$ cat config.mk
export PLATFORM = sky130hd
export DESIGN_NAME = brp_packer
export DESIGN_NICKNAME = d
export VERILOG_FILES = /design/src/core/brp_pkg.sv /design/src/core/brp_packer.sv
export SDC_FILE = /design/constraint.sdc
export NUM_CORES = 1
export LEC_CHECK = 0
export ABC_AREA = 0
export BUFFER_PORTS_ARGS = -buffer_cell sky130_fd_sc_hd__buf_4
export CORE_ASPECT_RATIO = 0.9
export CORE_MARGIN = 1.5
export CORE_UTILIZATION = 53
export DETAILED_ROUTE_END_ITERATION = 10
export GPL_ROUTABILITY_DRIVEN = 0
export GPL_TIMING_DRIVEN = 0
export HOLD_SLACK_MARGIN = 0.15
export PLACE_DENSITY = 0.79
export SYNTH_ARGS = -nofsm -noshare
export SYNTH_HDL_FRONTEND = slang
export SYNTH_SLANG_ARGS = --single-unit
$ cat constraint.sdc
create_clock -name clock -period 1.9 [get_ports clock]
set_input_delay 0.19 -clock clock [delete_from_list [all_inputs] [get_ports clock]]
set_output_delay 0.19 -clock clock [all_outputs]
set_load 0.1 [all_outputs]
$ cat src/core/brp_pkg.sv
package brp_pkg;
  // Sample and byte widths
  localparam int PIX_W = 12;
  localparam int BYTE_W = 8;
  localparam int NIB_W = 4;
  // Field positions inside a sample
  localparam int HI_MSB = 11;
  localparam int HI_LSB = 4;
  localparam int LO_MSB = 3;
  localparam int LO_LSB = 0;
  // Bytes carried per pixel pair
  localparam int GROUP_BYTES = 3;
  // Reset values
  localparam logic [7:0] BYTE_RST = 8'h00;
  localparam logic [11:0] PIX_RST = 12'h000;

  // Colour of the filter element behind a pixel
  typedef enum logic [1:0] {
    BRP_GREEN,
    BRP_BLUE,
    BRP_RED
  } brp_colour_t;

  // Pixel beat from the sensor pipeline
  typedef struct packed {
    logic valid;
    logic sol;
    logic eol;
    logic [11:0] data;
  } brp_pix_t;

  // Byte beat toward the host stream
  typedef struct packed {
    logic valid;
    logic sol;
    logic eol;
    logic [1:0] colour;
    logic [7:0] data;
  } brp_byte_t;
endpackage

$ cat src/core/brp_packer.sv
`timescale 1ns/1ps
// How it works
// RULE_01: Every pixel yields exactly twelve sample bits.
// RULE_02: Pixel pairs fill three bytes, no padding.
// RULE_03: Samples pass through with no processing.
// RULE_04: Byte one holds first pixel bits 11..4.
// RULE_05: Byte two mixes both pixels' low nibbles.
// RULE_06: Byte three holds second pixel bits 11..4.
// RULE_07: Even lines: green then blue alternating.
// RULE_08: Odd lines: red then green alternating.
// RULE_09: Samples are unsigned codes 0 to 4095.
// RULE_10: Packing restarts at every line start.
// RULE_11: Second low nibble high, first low nibble low.
// RULE_12: Lines hold an even pixel count.
module brp_packer (
  input wire logic clock,
  input wire logic rstn,
  input wire brp_pkg::brp_pix_t pix_in,
  output logic pix_ready,
  output brp_pkg::brp_byte_t byte_out
);

  typedef enum logic [1:0] {
    BRP_S_FIRST,
    BRP_S_SECOND,
    BRP_S_THIRD
  } brp_state_t;

  typedef struct packed {
    brp_state_t st;
    logic odd_line;
    logic [11:0] first;
    logic first_eol;
    logic [11:0] second;
    logic second_eol;
    logic ready;
    brp_pkg::brp_byte_t out;
  } brp_regs_t;

  brp_regs_t q_r;
  brp_regs_t q_nxt;

  // Colour of a pixel from line parity and position parity
  function automatic logic [1:0] brp_colour(input logic odd_line, input logic odd_pix);
    if (odd_line) begin
      brp_colour = odd_pix ? brp_pkg::BRP_GREEN : brp_pkg::BRP_RED;
    end else begin
      brp_colour = odd_pix ? brp_pkg::BRP_BLUE : brp_pkg::BRP_GREEN;
    end
  endfunction

  wire logic take = pix_in.valid && q_r.ready;

  // Pair collector and byte sequencer; pixel input stalls while the third byte goes out,
  // since a pair needs three byte slots but brings only two pixels
  always_comb begin
    q_nxt = q_r;
    q_nxt.out.valid = 1'b0;
    q_nxt.out.sol = 1'b0;
    q_nxt.out.eol = 1'b0;
    // RULE_02: three slots per pair
    unique case (q_r.st)
      BRP_S_FIRST: begin
        q_nxt.ready = 1'b1;
        if (take) begin
          // RULE_10: line restart here
          if (pix_in.sol) begin
            q_nxt.odd_line = q_r.odd_line ^ 1'b1;
          end
          // RULE_01: all twelve bits kept
          // RULE_03: raw sample kept
          // RULE_09: unsigned code, no rescale
          q_nxt.first = pix_in.data;
          q_nxt.first_eol = pix_in.eol;
          // RULE_04: high bits first
          q_nxt.out.data = pix_in.data[brp_pkg::HI_MSB:brp_pkg::HI_LSB];
          q_nxt.out.valid = 1'b1;
          q_nxt.out.sol = pix_in.sol;
          // RULE_07: even line colours
          // RULE_08: odd line colours
          q_nxt.out.colour = brp_colour(pix_in.sol ? ~q_r.odd_line : q_r.odd_line, 1'b0);
          q_nxt.st = BRP_S_SECOND;
        end
      end
      BRP_S_SECOND: begin
        q_nxt.ready = 1'b1;
        if (take) begin
          q_nxt.second = pix_in.data;
          q_nxt.second_eol = pix_in.eol;
          // RULE_05: shared nibble byte
          // RULE_11: second nibble on top
          q_nxt.out.data = {pix_in.data[brp_pkg::LO_MSB:brp_pkg::LO_LSB],
                            q_r.first[brp_pkg::LO_MSB:brp_pkg::LO_LSB]};
          q_nxt.out.valid = 1'b1;
          q_nxt.out.colour = brp_colour(q_r.odd_line, 1'b1);
          q_nxt.ready = 1'b0;
          q_nxt.st = BRP_S_THIRD;
        end
      end
      BRP_S_THIRD: begin
        // RULE_06: second pixel high bits
        q_nxt.out.data = q_r.second[brp_pkg::HI_MSB:brp_pkg::HI_LSB];
        q_nxt.out.valid = 1'b1;
        // RULE_12: line ends on a pair
        q_nxt.out.eol = q_r.second_eol;
        q_nxt.out.colour = brp_colour(q_r.odd_line, 1'b1);
        q_nxt.ready = 1'b1;
        q_nxt.st = BRP_S_FIRST;
      end
      // Unused code recovers to a group start rather than locking the input
      default: begin
        q_nxt.ready = 1'b1;
        q_nxt.st = BRP_S_FIRST;
      end
    endcase
  end

  // State register; odd_line starts set so the first line of a frame counts as line 0
  always_ff @(posedge clock or negedge rstn) begin
    if (!rstn) begin
      q_r.st <= BRP_S_FIRST;
      q_r.odd_line <= 1'b1;
      q_r.first <= brp_pkg::PIX_RST;
      q_r.first_eol <= 1'b0;
      q_r.second <= brp_pkg::PIX_RST;
      q_r.second_eol <= 1'b0;
      q_r.ready <= 1'b1;
      q_r.out <= '0;
    end else begin
      q_r <= q_nxt;
    end
  end

  assign pix_ready = q_r.ready;
  assign byte_out = q_r.out;

  // RULE_02: first pixel gives a byte
  a_first_byte: assert property (@(posedge clock) disable iff (!rstn) // RULE_02
    take && q_r.st == BRP_S_FIRST |=> byte_out.valid)
    else $error("first pixel gave no byte");

  // RULE_02: three bytes per pair
  a_group_three: assert property (@(posedge clock) disable iff (!rstn) // RULE_02
    take && q_r.st == BRP_S_SECOND |=> byte_out.valid ##1 byte_out.valid)
    else $error("pair did not produce three bytes");

  // RULE_02: no padding bytes
  a_no_padding: assert property (@(posedge clock) disable iff (!rstn) // RULE_02
    byte_out.valid |-> $past(take) || $past(q_r.st) == BRP_S_THIRD)
    else $error("byte sent with no pixel behind it");

  // RULE_02: stall only on third byte
  a_ready_third: assert property (@(posedge clock) disable iff (!rstn) // RULE_02
    !pix_ready |-> q_r.st == BRP_S_THIRD)
    else $error("input stalled outside the third byte");

  // RULE_03: raw sample kept whole
  a_raw_kept: assert property (@(posedge clock) disable iff (!rstn) // RULE_03
    take && q_r.st == BRP_S_FIRST |=> q_r.first == $past(pix_in.data))
    else $error("held sample differs from input");

  // RULE_04: first byte high bits
  a_first_high: assert property (@(posedge clock) disable iff (!rstn) // RULE_04
    take && q_r.st == BRP_S_FIRST
    |=> byte_out.data == $past(pix_in.data[brp_pkg::HI_MSB:brp_pkg::HI_LSB]))
    else $error("first byte mismatch");

  // RULE_05: middle byte mixes nibbles
  a_mid_nibbles: assert property (@(posedge clock) disable iff (!rstn) // RULE_05
    take && q_r.st == BRP_S_SECOND
    |=> byte_out.data == {$past(pix_in.data[brp_pkg::LO_MSB:brp_pkg::LO_LSB]),
                          $past(q_r.first[brp_pkg::LO_MSB:brp_pkg::LO_LSB])})
    else $error("middle byte mismatch");

  // RULE_06: third byte second high bits
  a_third_high: assert property (@(posedge clock) disable iff (!rstn) // RULE_06
    take && q_r.st == BRP_S_SECOND
    |=> ##1 byte_out.valid
    && byte_out.data == $past(pix_in.data[brp_pkg::HI_MSB:brp_pkg::HI_LSB], 2))
    else $error("third byte mismatch");

  // RULE_06: last two bytes share colour
  a_pair_colour: assert property (@(posedge clock) disable iff (!rstn) // RULE_06
    byte_out.valid && $past(q_r.st) == BRP_S_SECOND
    |=> byte_out.colour == $past(byte_out.colour))
    else $error("third byte colour differs from middle byte");

  // RULE_07: even line starts green
  a_even_green: assert property (@(posedge clock) disable iff (!rstn) // RULE_07
    byte_out.valid && byte_out.sol && !q_r.odd_line
    |-> byte_out.colour == brp_pkg::BRP_GREEN)
    else $error("even line must start green");

  // RULE_08: odd line starts red
  a_odd_red: assert property (@(posedge clock) disable iff (!rstn) // RULE_08
    byte_out.valid && byte_out.sol && q_r.odd_line
    |-> byte_out.colour == brp_pkg::BRP_RED)
    else $error("odd line must start red");

  // RULE_07 RULE_08: even position colours
  a_even_colour: assert property (@(posedge clock) disable iff (!rstn) // RULE_07 RULE_08
    byte_out.valid && $past(q_r.st) == BRP_S_FIRST
    |-> byte_out.colour == (q_r.odd_line ? brp_pkg::BRP_RED : brp_pkg::BRP_GREEN))
    else $error("even position colour wrong");

  // RULE_07 RULE_08: odd position colours
  a_odd_colour: assert property (@(posedge clock) disable iff (!rstn) // RULE_07 RULE_08
    byte_out.valid && $past(q_r.st) != BRP_S_FIRST
    |-> byte_out.colour == (q_r.odd_line ? brp_pkg::BRP_GREEN : brp_pkg::BRP_BLUE))
    else $error("odd position colour wrong");

  // RULE_10: line start opens group
  a_line_restart: assert property (@(posedge clock) disable iff (!rstn) // RULE_10
    byte_out.valid && byte_out.sol |-> $past(q_r.st) == BRP_S_FIRST)
    else $error("line start not at group start");

  // RULE_12: line end on third byte
  a_eol_third: assert property (@(posedge clock) disable iff (!rstn) // RULE_12
    byte_out.valid && byte_out.eol |-> $past(q_r.st) == BRP_S_THIRD)
    else $error("line end not on group end");

  // RULE_12: start and end apart
  a_sol_not_eol: assert property (@(posedge clock) disable iff (!rstn) // RULE_12
    byte_out.valid && byte_out.sol |-> !byte_out.eol)
    else $error("line start and end on one byte");

  // RULE_01: one stall per pair
  a_stall_after: assert property (@(posedge clock) disable iff (!rstn) // RULE_01
    take && q_r.st == BRP_S_SECOND |=> !pix_ready ##1 pix_ready)
    else $error("stall pattern wrong");

endmodule

### After elaboration in Yosys (flattened, before gate mapping)

Index checks and enable logic that the tools add are counted.
W data, S select, Z words.

* bits in registers: 43
* latch bits: 0
* bits in writable memories: 0
* ROM bits: 0
* input port bits: 17
* output and inout bits: 14
* memories kept: 0

* add/sub/neg operators: 0
* multiply operators: 0
* div/mod/pow operators: 0
* $lt $le $gt $ge: 0
* equality and inequality tests: 4
* shift-type cells: 0
* muxes and demuxes: 15
* bitwise logic cells: 1
* reduce and logical (&&, ||, !) cells: 7

Operators by type and width (count)
* $pmux W10 S3: 1
* $mux W10: 2
* $mux W16: 1
* $mux W2: 4
* $reduce_and A2 Y1: 3
* $mux W1: 5
* $ne A2 B2 Y1 const B: 2
* $pmux W2 S2: 1
* $pmux W1 S3: 1
* $reduce_and A3 Y1: 1
* $reduce_bool A3 Y1: 1
* $eq A2 B1 Y1 const B: 1
* $eq A2 B2 Y1 const B: 1
* $logic_not A2 Y1: 1
* $logic_and A1 B1 Y1: 1
* $not A1 Y1: 1

### Longest topological paths before layout

Gate-level depths: netlist of the first run.

* depth in word-level cells: 5
* mapped depth: 7
* depth with buffers taken out: 5

### Worst setup path after synthesis of the first run

Ideal clock, no wire load.

* kind: register to register
* start point: register q_r (netlist bit pix_ready)
* end point: register q_r (netlist bit byte_out[0])
* arrival: 1701 ps
* path slack: 73 ps
* cell stages (with the launch flop): 6
* path buffers: 2
* period minus slack after synthesis: 1827 ps
* path through: dfstp_2 -> and2_4 -> buf_6 -> mux2i_4 -> buf_12 -> mux2_4

* word-level cells in the longest chain between the ends: 3

Ends and longest elaborated chain
* start: declaration: RTL line brp_packer.sv:40 `brp_regs_t q_r;`
* start signal: assignment: RTL line brp_packer.sv:130 `q_r <= q_nxt;`
* $logic_and A1 B1 Y1 *: RTL line brp_packer.sv:52 `wire logic take = pix_in.valid && q_r.ready;`
* $ne A2 B2 Y1 (no source line)
* $reduce_and A3 Y1 (no source line) *

Mark *: on every way between the ends. The rest lies on a longest branch, timed or not.
A chain may end at the register's enable or synchronous reset.

### Worst setup path after layout of the first run

* start point: register q_r[41] (netlist name)
* end point: register q_r (netlist bit byte_out[2])

* word-level cells in the longest chain between the ends: 3

Ends and longest elaborated chain
* $eq A2 B1 Y1 (tied with other cells): RTL line brp_packer.sv:62 `unique case (q_r.st)`
* $ne A2 B2 Y1 (no source line) / $reduce_bool A3 Y1 (equally long branches)
* $reduce_and A3 Y1 (no source line)

Parallel ways exist; a longest one is shown, timed or not.

==> results by group, run 1 <==
Outcome
  • Outcome: finished clean

Placed design
  • Area after DPL: 0.00180 mm^2
  • HPWL after DPL: 1.93 mm
  • Port bufs: 30
  • Pre-CTS setup slack: 106 ps

Synthesis
  • Post-synthesis async set-or-reset flop share: 100%
  • Seq/Total Area, Yosys: 49.4%
  • Synth Register Bits: 30
  • Most frequent cells after synthesis: 28 x dfrtp_1, 14 x mux2_2, 13 x buf_4, 11 x nor2_1
  • Predominant post-synthesis flop cell: dfrtp_1
  • Post-synth net total: 144
  • Cell count after synthesis: 122
  • Yosys cell types: 26
  • Post-Syn Area per Cell: 12.5 um^2
  • Count leader, synth: dfrtp_1
  • Top cells by area, synth: dfrtp_1 46%, mux2_2 10%, mux2_4 8.9%
  • Area leader, netlist: dfrtp_1
  • Synthesized cell area: 0.00152 mm^2
  • Synth top area share: 46.0%
  • Post-synth EDFFs: 0
  • Synth warn: 0

Drt
  • Drt total wl: 2.89 mm
  • Via count: 1076
  • Avg Vias per Cell: 5.00
  • Initial drt markers: 19
  • Drt wl/cell: 13.4 um
  • First-pass detailed-route iteration total: 4
  • ANT nets after route: 0
  • DRC violations left: 0

GRT
  • Congestion Overflow GR: 0
  • Pin count of the biggest net entering global routing: 31
  • Initial antenna violation count: 0
  • Vias in the first global route: 1043
  • Global-route wire length before repair: 4.77 mm
  • Tot GR Track Use: 20.7%

Floorplanning
  • Row cnt: 18
  • CORE AREA: 0.00275 mm^2
  • Io pins: 31
  • Die area: 0.00321 mm^2
  • Initial Utilization: 55.5%
  • Die Y: 53.9 um
  • Die width: 59.5 um

Timing
  • Final period util: 95.6%
  • Fin. Hold Viols: 0
  • # setup viols final: 0
  • Final Max Tran Viols: 0
  • Layout Skew: 13.3 ps
  • Post-Route Setup TNS: 0 ps
  • Rel. slew slack: 74.6%
  • RSZ-0062 raised after global routing: false
  • Tmin final: 1820 ps
  • Final Worst Setup Slack: 83.0 ps
  • WHS: 310 ps
  • F_max: 550 MHz
  • Least-Margin Pin Slew: 381 ps

CTS
  • CTS clk-pin slew, worst paths: 90 ps
  • Worst skew pair latency: 310 ps
  • H-tree depth: 2
  • CTS tree: yes
  • Post-CTS sizing: 0
  • Root cell of the clock tree: clkbuf_4
  • Clk sinks: 30
  • Max Root-Sink Buffers: 2
  • Cts bufs inserted: 5

Flow run
  • Max cap viols: 0

Critical path
  • CP peak stage delay: 420 ps
  • Crit-path max FO: 10
  • Crit-path most repeated cell: buf_2
  • Worst EP arrival: 2010 ps
  • Worst Path Required: 2090 ps
  • CP cell instances: inv_1 > ha_1 > buf_2 > buf_2 > a21oi_1 > mux2_4
  • Slowest CP cell: dfrtp_1
  • Setup crit end kind: flip-flop
  • CP Class: reg2reg
  • Critical path startpoint category: flip-flop

Finish
  • Fill cells: 200
  • Final nets: 196
  • Area Growth Syn to Fin: 31.8%
  • Ant diodes: 0
  • Design area: 0.00201 mm^2
  • Layout cells sized above 1: 48.6%

Hold path
  • Worst min path class: in2reg
==> cells by family (layout without fill, tap and decap cells) <==
logic type	Yosys count	after routing	share of synthesized area [%]
flip-flops	30	30	49.4
multiplexers	24	24	20.7
buffers and inverters	22	75	10.5
XOR/XNOR	2	2	1.15
AND/OR/NAND/NOR	18	18	5.67
AO/OA/AOI/OAI	21	21	8.46
adder cells (fa/ha/maj)	5	5	4.11
==> cell usage in the layout (no fill, tap or decap), types with 2 or more instances in the layout <==
cell,instances
o21ai_0,2
mux2_4,9
dfstp_2,2
dlygate4sd3_1,15
clkbuf_4,5
ha_1,5
inv_1,2
clkbuf_1,2
mux2_2,14
nor2_1,11
dfrtp_1,28
buf_4,43
buf_2,4
a22oi_1,8
xnor2_1,2
a21oi_1,9
==> through the flow <==
step                cells  util [%]
finish                215      73.1
global route          215      73.1
CTS                   215      73.1
detailed placement    192      65.5
global placement      192      65.5
floorplan             122         -
==> layer usage <==
metal | vias to the layer above | GRT usage, % | routed length, um
li1 | 510 | - | -
met1 | 531 | 25.2 | 1270
met2 | 33 | 35.7 | 1440
met3 | 2 | 7.21 | 167
met4 | 0 | 4.44 | 11
met5 | - | 0 | 0
==> final cells by class <==
cell class	instances	area [um^2]	area share, %
flip-flops and latches	30	753	37.5
multi-input cells	70	611	30.4
repair buffers	45	375	18.7
plain buffers	19	149	7.41
clock buffers	8	58.8	2.93
inverters	3	11.3	0.561
well taps	40	50.0	2.49
==> registers in the layout, summed over array words and instances, names as in the netlist <==
signal and flops:
pix_ready 1, q_r 16, byte_out 13
==> critical path: cells and delay by family (launching register included) <==
family | cells | cell delay, ps
fa+ha+maj | 1 | 290
buf+inv | 3 | 610
flops | 1 | 420
mux | 1 | 280
compound gates | 1 | 100
==> worst paths after layout <==
kind | slack [ps] | depth (start not counted) | startpoint | to
max | 80 | 6 | q_r[41]$_DFFE_PN0P_ | byte_out[2]$_DFFE_PN0P_
min | 310 | 4 | pix_in[14] | q_r[41]$_DFFE_PN0P_
max reg2reg | 80 | 6 | q_r[41]$_DFFE_PN0P_ | byte_out[2]$_DFFE_PN0P_
min reg2reg | 500 | 1 | q_r[14]$_DFFE_PN0P_ | byte_out[10]$_DFF_PN0_
max in group asynchronous | 1240 | 2 | rstn | pix_ready$_DFF_PN1_
min in group asynchronous | 320 | 2 | rstn | q_r[22]$_DFFE_PN0P_
==> timing repair <==
item / CTS / global route
buffers inserted: 0 / 0
hold endpoints to repair: 45 / 0
hold buffers: 15 / 0
Power of run 1 is not shown: default switching activity piles up to over one toggle a cycle in this logic, so the estimate is an artifact.
==> run 2, diff against run 1 <==
CORE_UTILIZATION = 56   (was 53)
CTS_BUF_LIST = sky130_fd_sc_hd__clkbuf_8   (was not set)
PLACE_DENSITY = 0.83   (was 0.79)
==> run 2 against run 1 <==
  * Sequential share of layout area up 2.5 points
  * Critical path depth unchanged
  * Clock skew down 10 ps
  * First-iteration DRC count down 21%
  * Via count down 2.8%
  * Flip-flop and latch count unchanged
  * Register-to-register slack better by 40 ps
  * Cell area down 6.2%
  * Die area down 5.1%
  * Global-route usage up 1.5 points
==> results by group, run 2 (synthesized netlist as in run 1, its figures left out) <==
Timing
  • RSZ-0062 raised after global routing: false
  • Tmin final: 1780 ps
  • Layout Skew: 3.23 ps
  • Final period util: 93.7%
  • Least-Margin Pin Slew: 376 ps
  • Post-Route Setup TNS: 0 ps
  • Rel. slew slack: 74.9%
  • WHS: 157 ps
  • F_max: 562 MHz
  • # setup viols final: 0
  • Final Max Tran Viols: 0
  • Fin. Hold Viols: 0

Floorplanning
  • CORE AREA: 0.00251 mm^2
  • Initial Utilization: 60.7%
  • Die area: 0.00304 mm^2
  • Row cnt: 17
  • Die width: 58.0 um
  • Die Y: 52.5 um
  • Io pins: 31

Hold path
  • Worst min path class: in2reg

CTS
  • Root cell of the clock tree: clkbuf_8
  • Max Root-Sink Buffers: 2
  • CTS clk-pin slew, worst paths: 60 ps
  • H-tree depth: 2
  • Clk sinks: 30
  • CTS tree: yes
  • Post-CTS setup buffers: 0
  • Worst skew pair latency: 270 ps
  • Cts bufs inserted: 5

Critical path
  • Setup crit end kind: flip-flop
  • CP Class: reg2reg
  • Slowest CP cell: dfrtp_1
  • Critical path startpoint category: flip-flop
  • Crit-path max FO: 10
  • CP cell instances: inv_1 > ha_1 > buf_2 > clkbuf_4 > a21oi_1 > mux2_4
  • Worst EP arrival: 1940 ps
  • Worst Path Required: 2060 ps
  • CP peak stage delay: 410 ps

Drt
  • Initial drt markers: 15
  • First-pass detailed-route iteration total: 6
  • Drt total wl: 2.90 mm
  • Via count: 1046
  • ANT nets after route: 0
  • Drt wl/cell: 15.4 um
  • Avg Vias per Cell: 5.53
  • DRC violations left: 0

GRT
  • Pin count of the biggest net entering global routing: 31
  • Busiest layer in global routing: met2
  • Met2 Usage GRT: 36.7%
  • Global-route wire length before repair: 4.73 mm
  • GR Util met1: 27.0%
  • Grt met3 use: 7.16%
  • Initial antenna violation count: 0
  • Vias in the first global route: 1018
  • Tot GR Track Use: 22.2%
  • Congestion Overflow GR: 0

Finish
  • Final nets: 183
  • Commonest non-fill, non-tap cells in the layout: 43 x buf_4, 28 x dfrtp_1, 14 x mux2_2
  • Layout Cells excl Fill: 189
  • Register name with the most flops: q_r
  • Commonest non-fill, non-tap cell in the layout: buf_4
  • Largest register FFs: 16
  • Ant diodes: 0
  • Area Growth Syn to Fin: 23.6%
  • Layout cells sized above 1: 52.2%

Placed design
  • HPWL after DPL: 2.11 mm
  • Placed insts: 180
  • Port bufs: 30

Outcome
  • Outcome: finished clean

Flow run
  • Max cap viols: 0
==> run 2: cell types whose count changed in the layout (fill, tap and decap cells not counted) <==
cell / change
buf_2: -1
clkbuf_1: -2
clkbuf_4: -4
clkbuf_8: +4
dlygate4sd3_1: -13
inv_1: +2
==> run 2: metrics by stage <==
| step | util [%] | setup slack [ps] | instance area, um^2 |
|---|---|---|---|
| after floorplan | - | 73.4 | 1520 |
| after global placement | 71.1 | 162 | 1780 |
| after detailed placement | 71.1 | 87.3 | 1780 |
| after CTS | 74.9 | 91.4 | 1880 |
| after global routing | 75.0 | 28.4 | 1880 |
| final | 75.0 | 121 | 1880 |
==> run 2: area by class of cell <==
cell class	count	area, um^2
Multi-Input combinational cell	70	611
Inverter	3	11.3
Clock buffer	5	68.8
Buffer	19	151
Fill cell	188	627
Clock inverter	2	7.51
Tap cell	28	35.0
Timing Repair Buffer	32	245
Sequential cell	30	753
==> run 2: layer usage <==
layer  part of all wire [%]  vias up
li1                       -      486
met1                     41      514
met2                     52       40
met3                    6.2        6
met4                    1.1        0
met5                      0        -
==> run 2: worst max-delay path, delay by kind of cell, from the launching register on <==
kind / cells / cell delay, ps
multiplexers: 1 / 270
flip-flops: 1 / 410
adder cells (fa/ha/maj): 1 / 290
AO/OA/AOI/OAI: 1 / 110
buffers and inverters: 3 / 580
==> run 2: repair_timing <==
action / 4_1_cts / 5_1_grt
hold buffers: 2 / 0
setup endpoints to repair: 0 / 4
gates resized for setup: 0 / 1
hold endpoints to repair: 31 / 0
==> run 2: final timing paths <==
check,depth (start not counted),endpoint,start,slack (ps)
min reg2reg,1,byte_out[10]$_DFF_PN0_,q_r[14]$_DFFE_PN0P_,480
max in group asynchronous,2,q_r[40]$_DFFE_PN1P_,rstn,1210
min,2,q_r[31]$_DFFE_PN0P_,pix_in[3],160
max,6,byte_out[5]$_DFFE_PN0P_,q_r[41]$_DFFE_PN0P_,120
min in group asynchronous,2,q_r[41]$_DFFE_PN0P_,rstn,370
max reg2reg,6,byte_out[5]$_DFFE_PN0P_,q_r[41]$_DFFE_PN0P_,120
Power of run 2 is left out for the same reason.
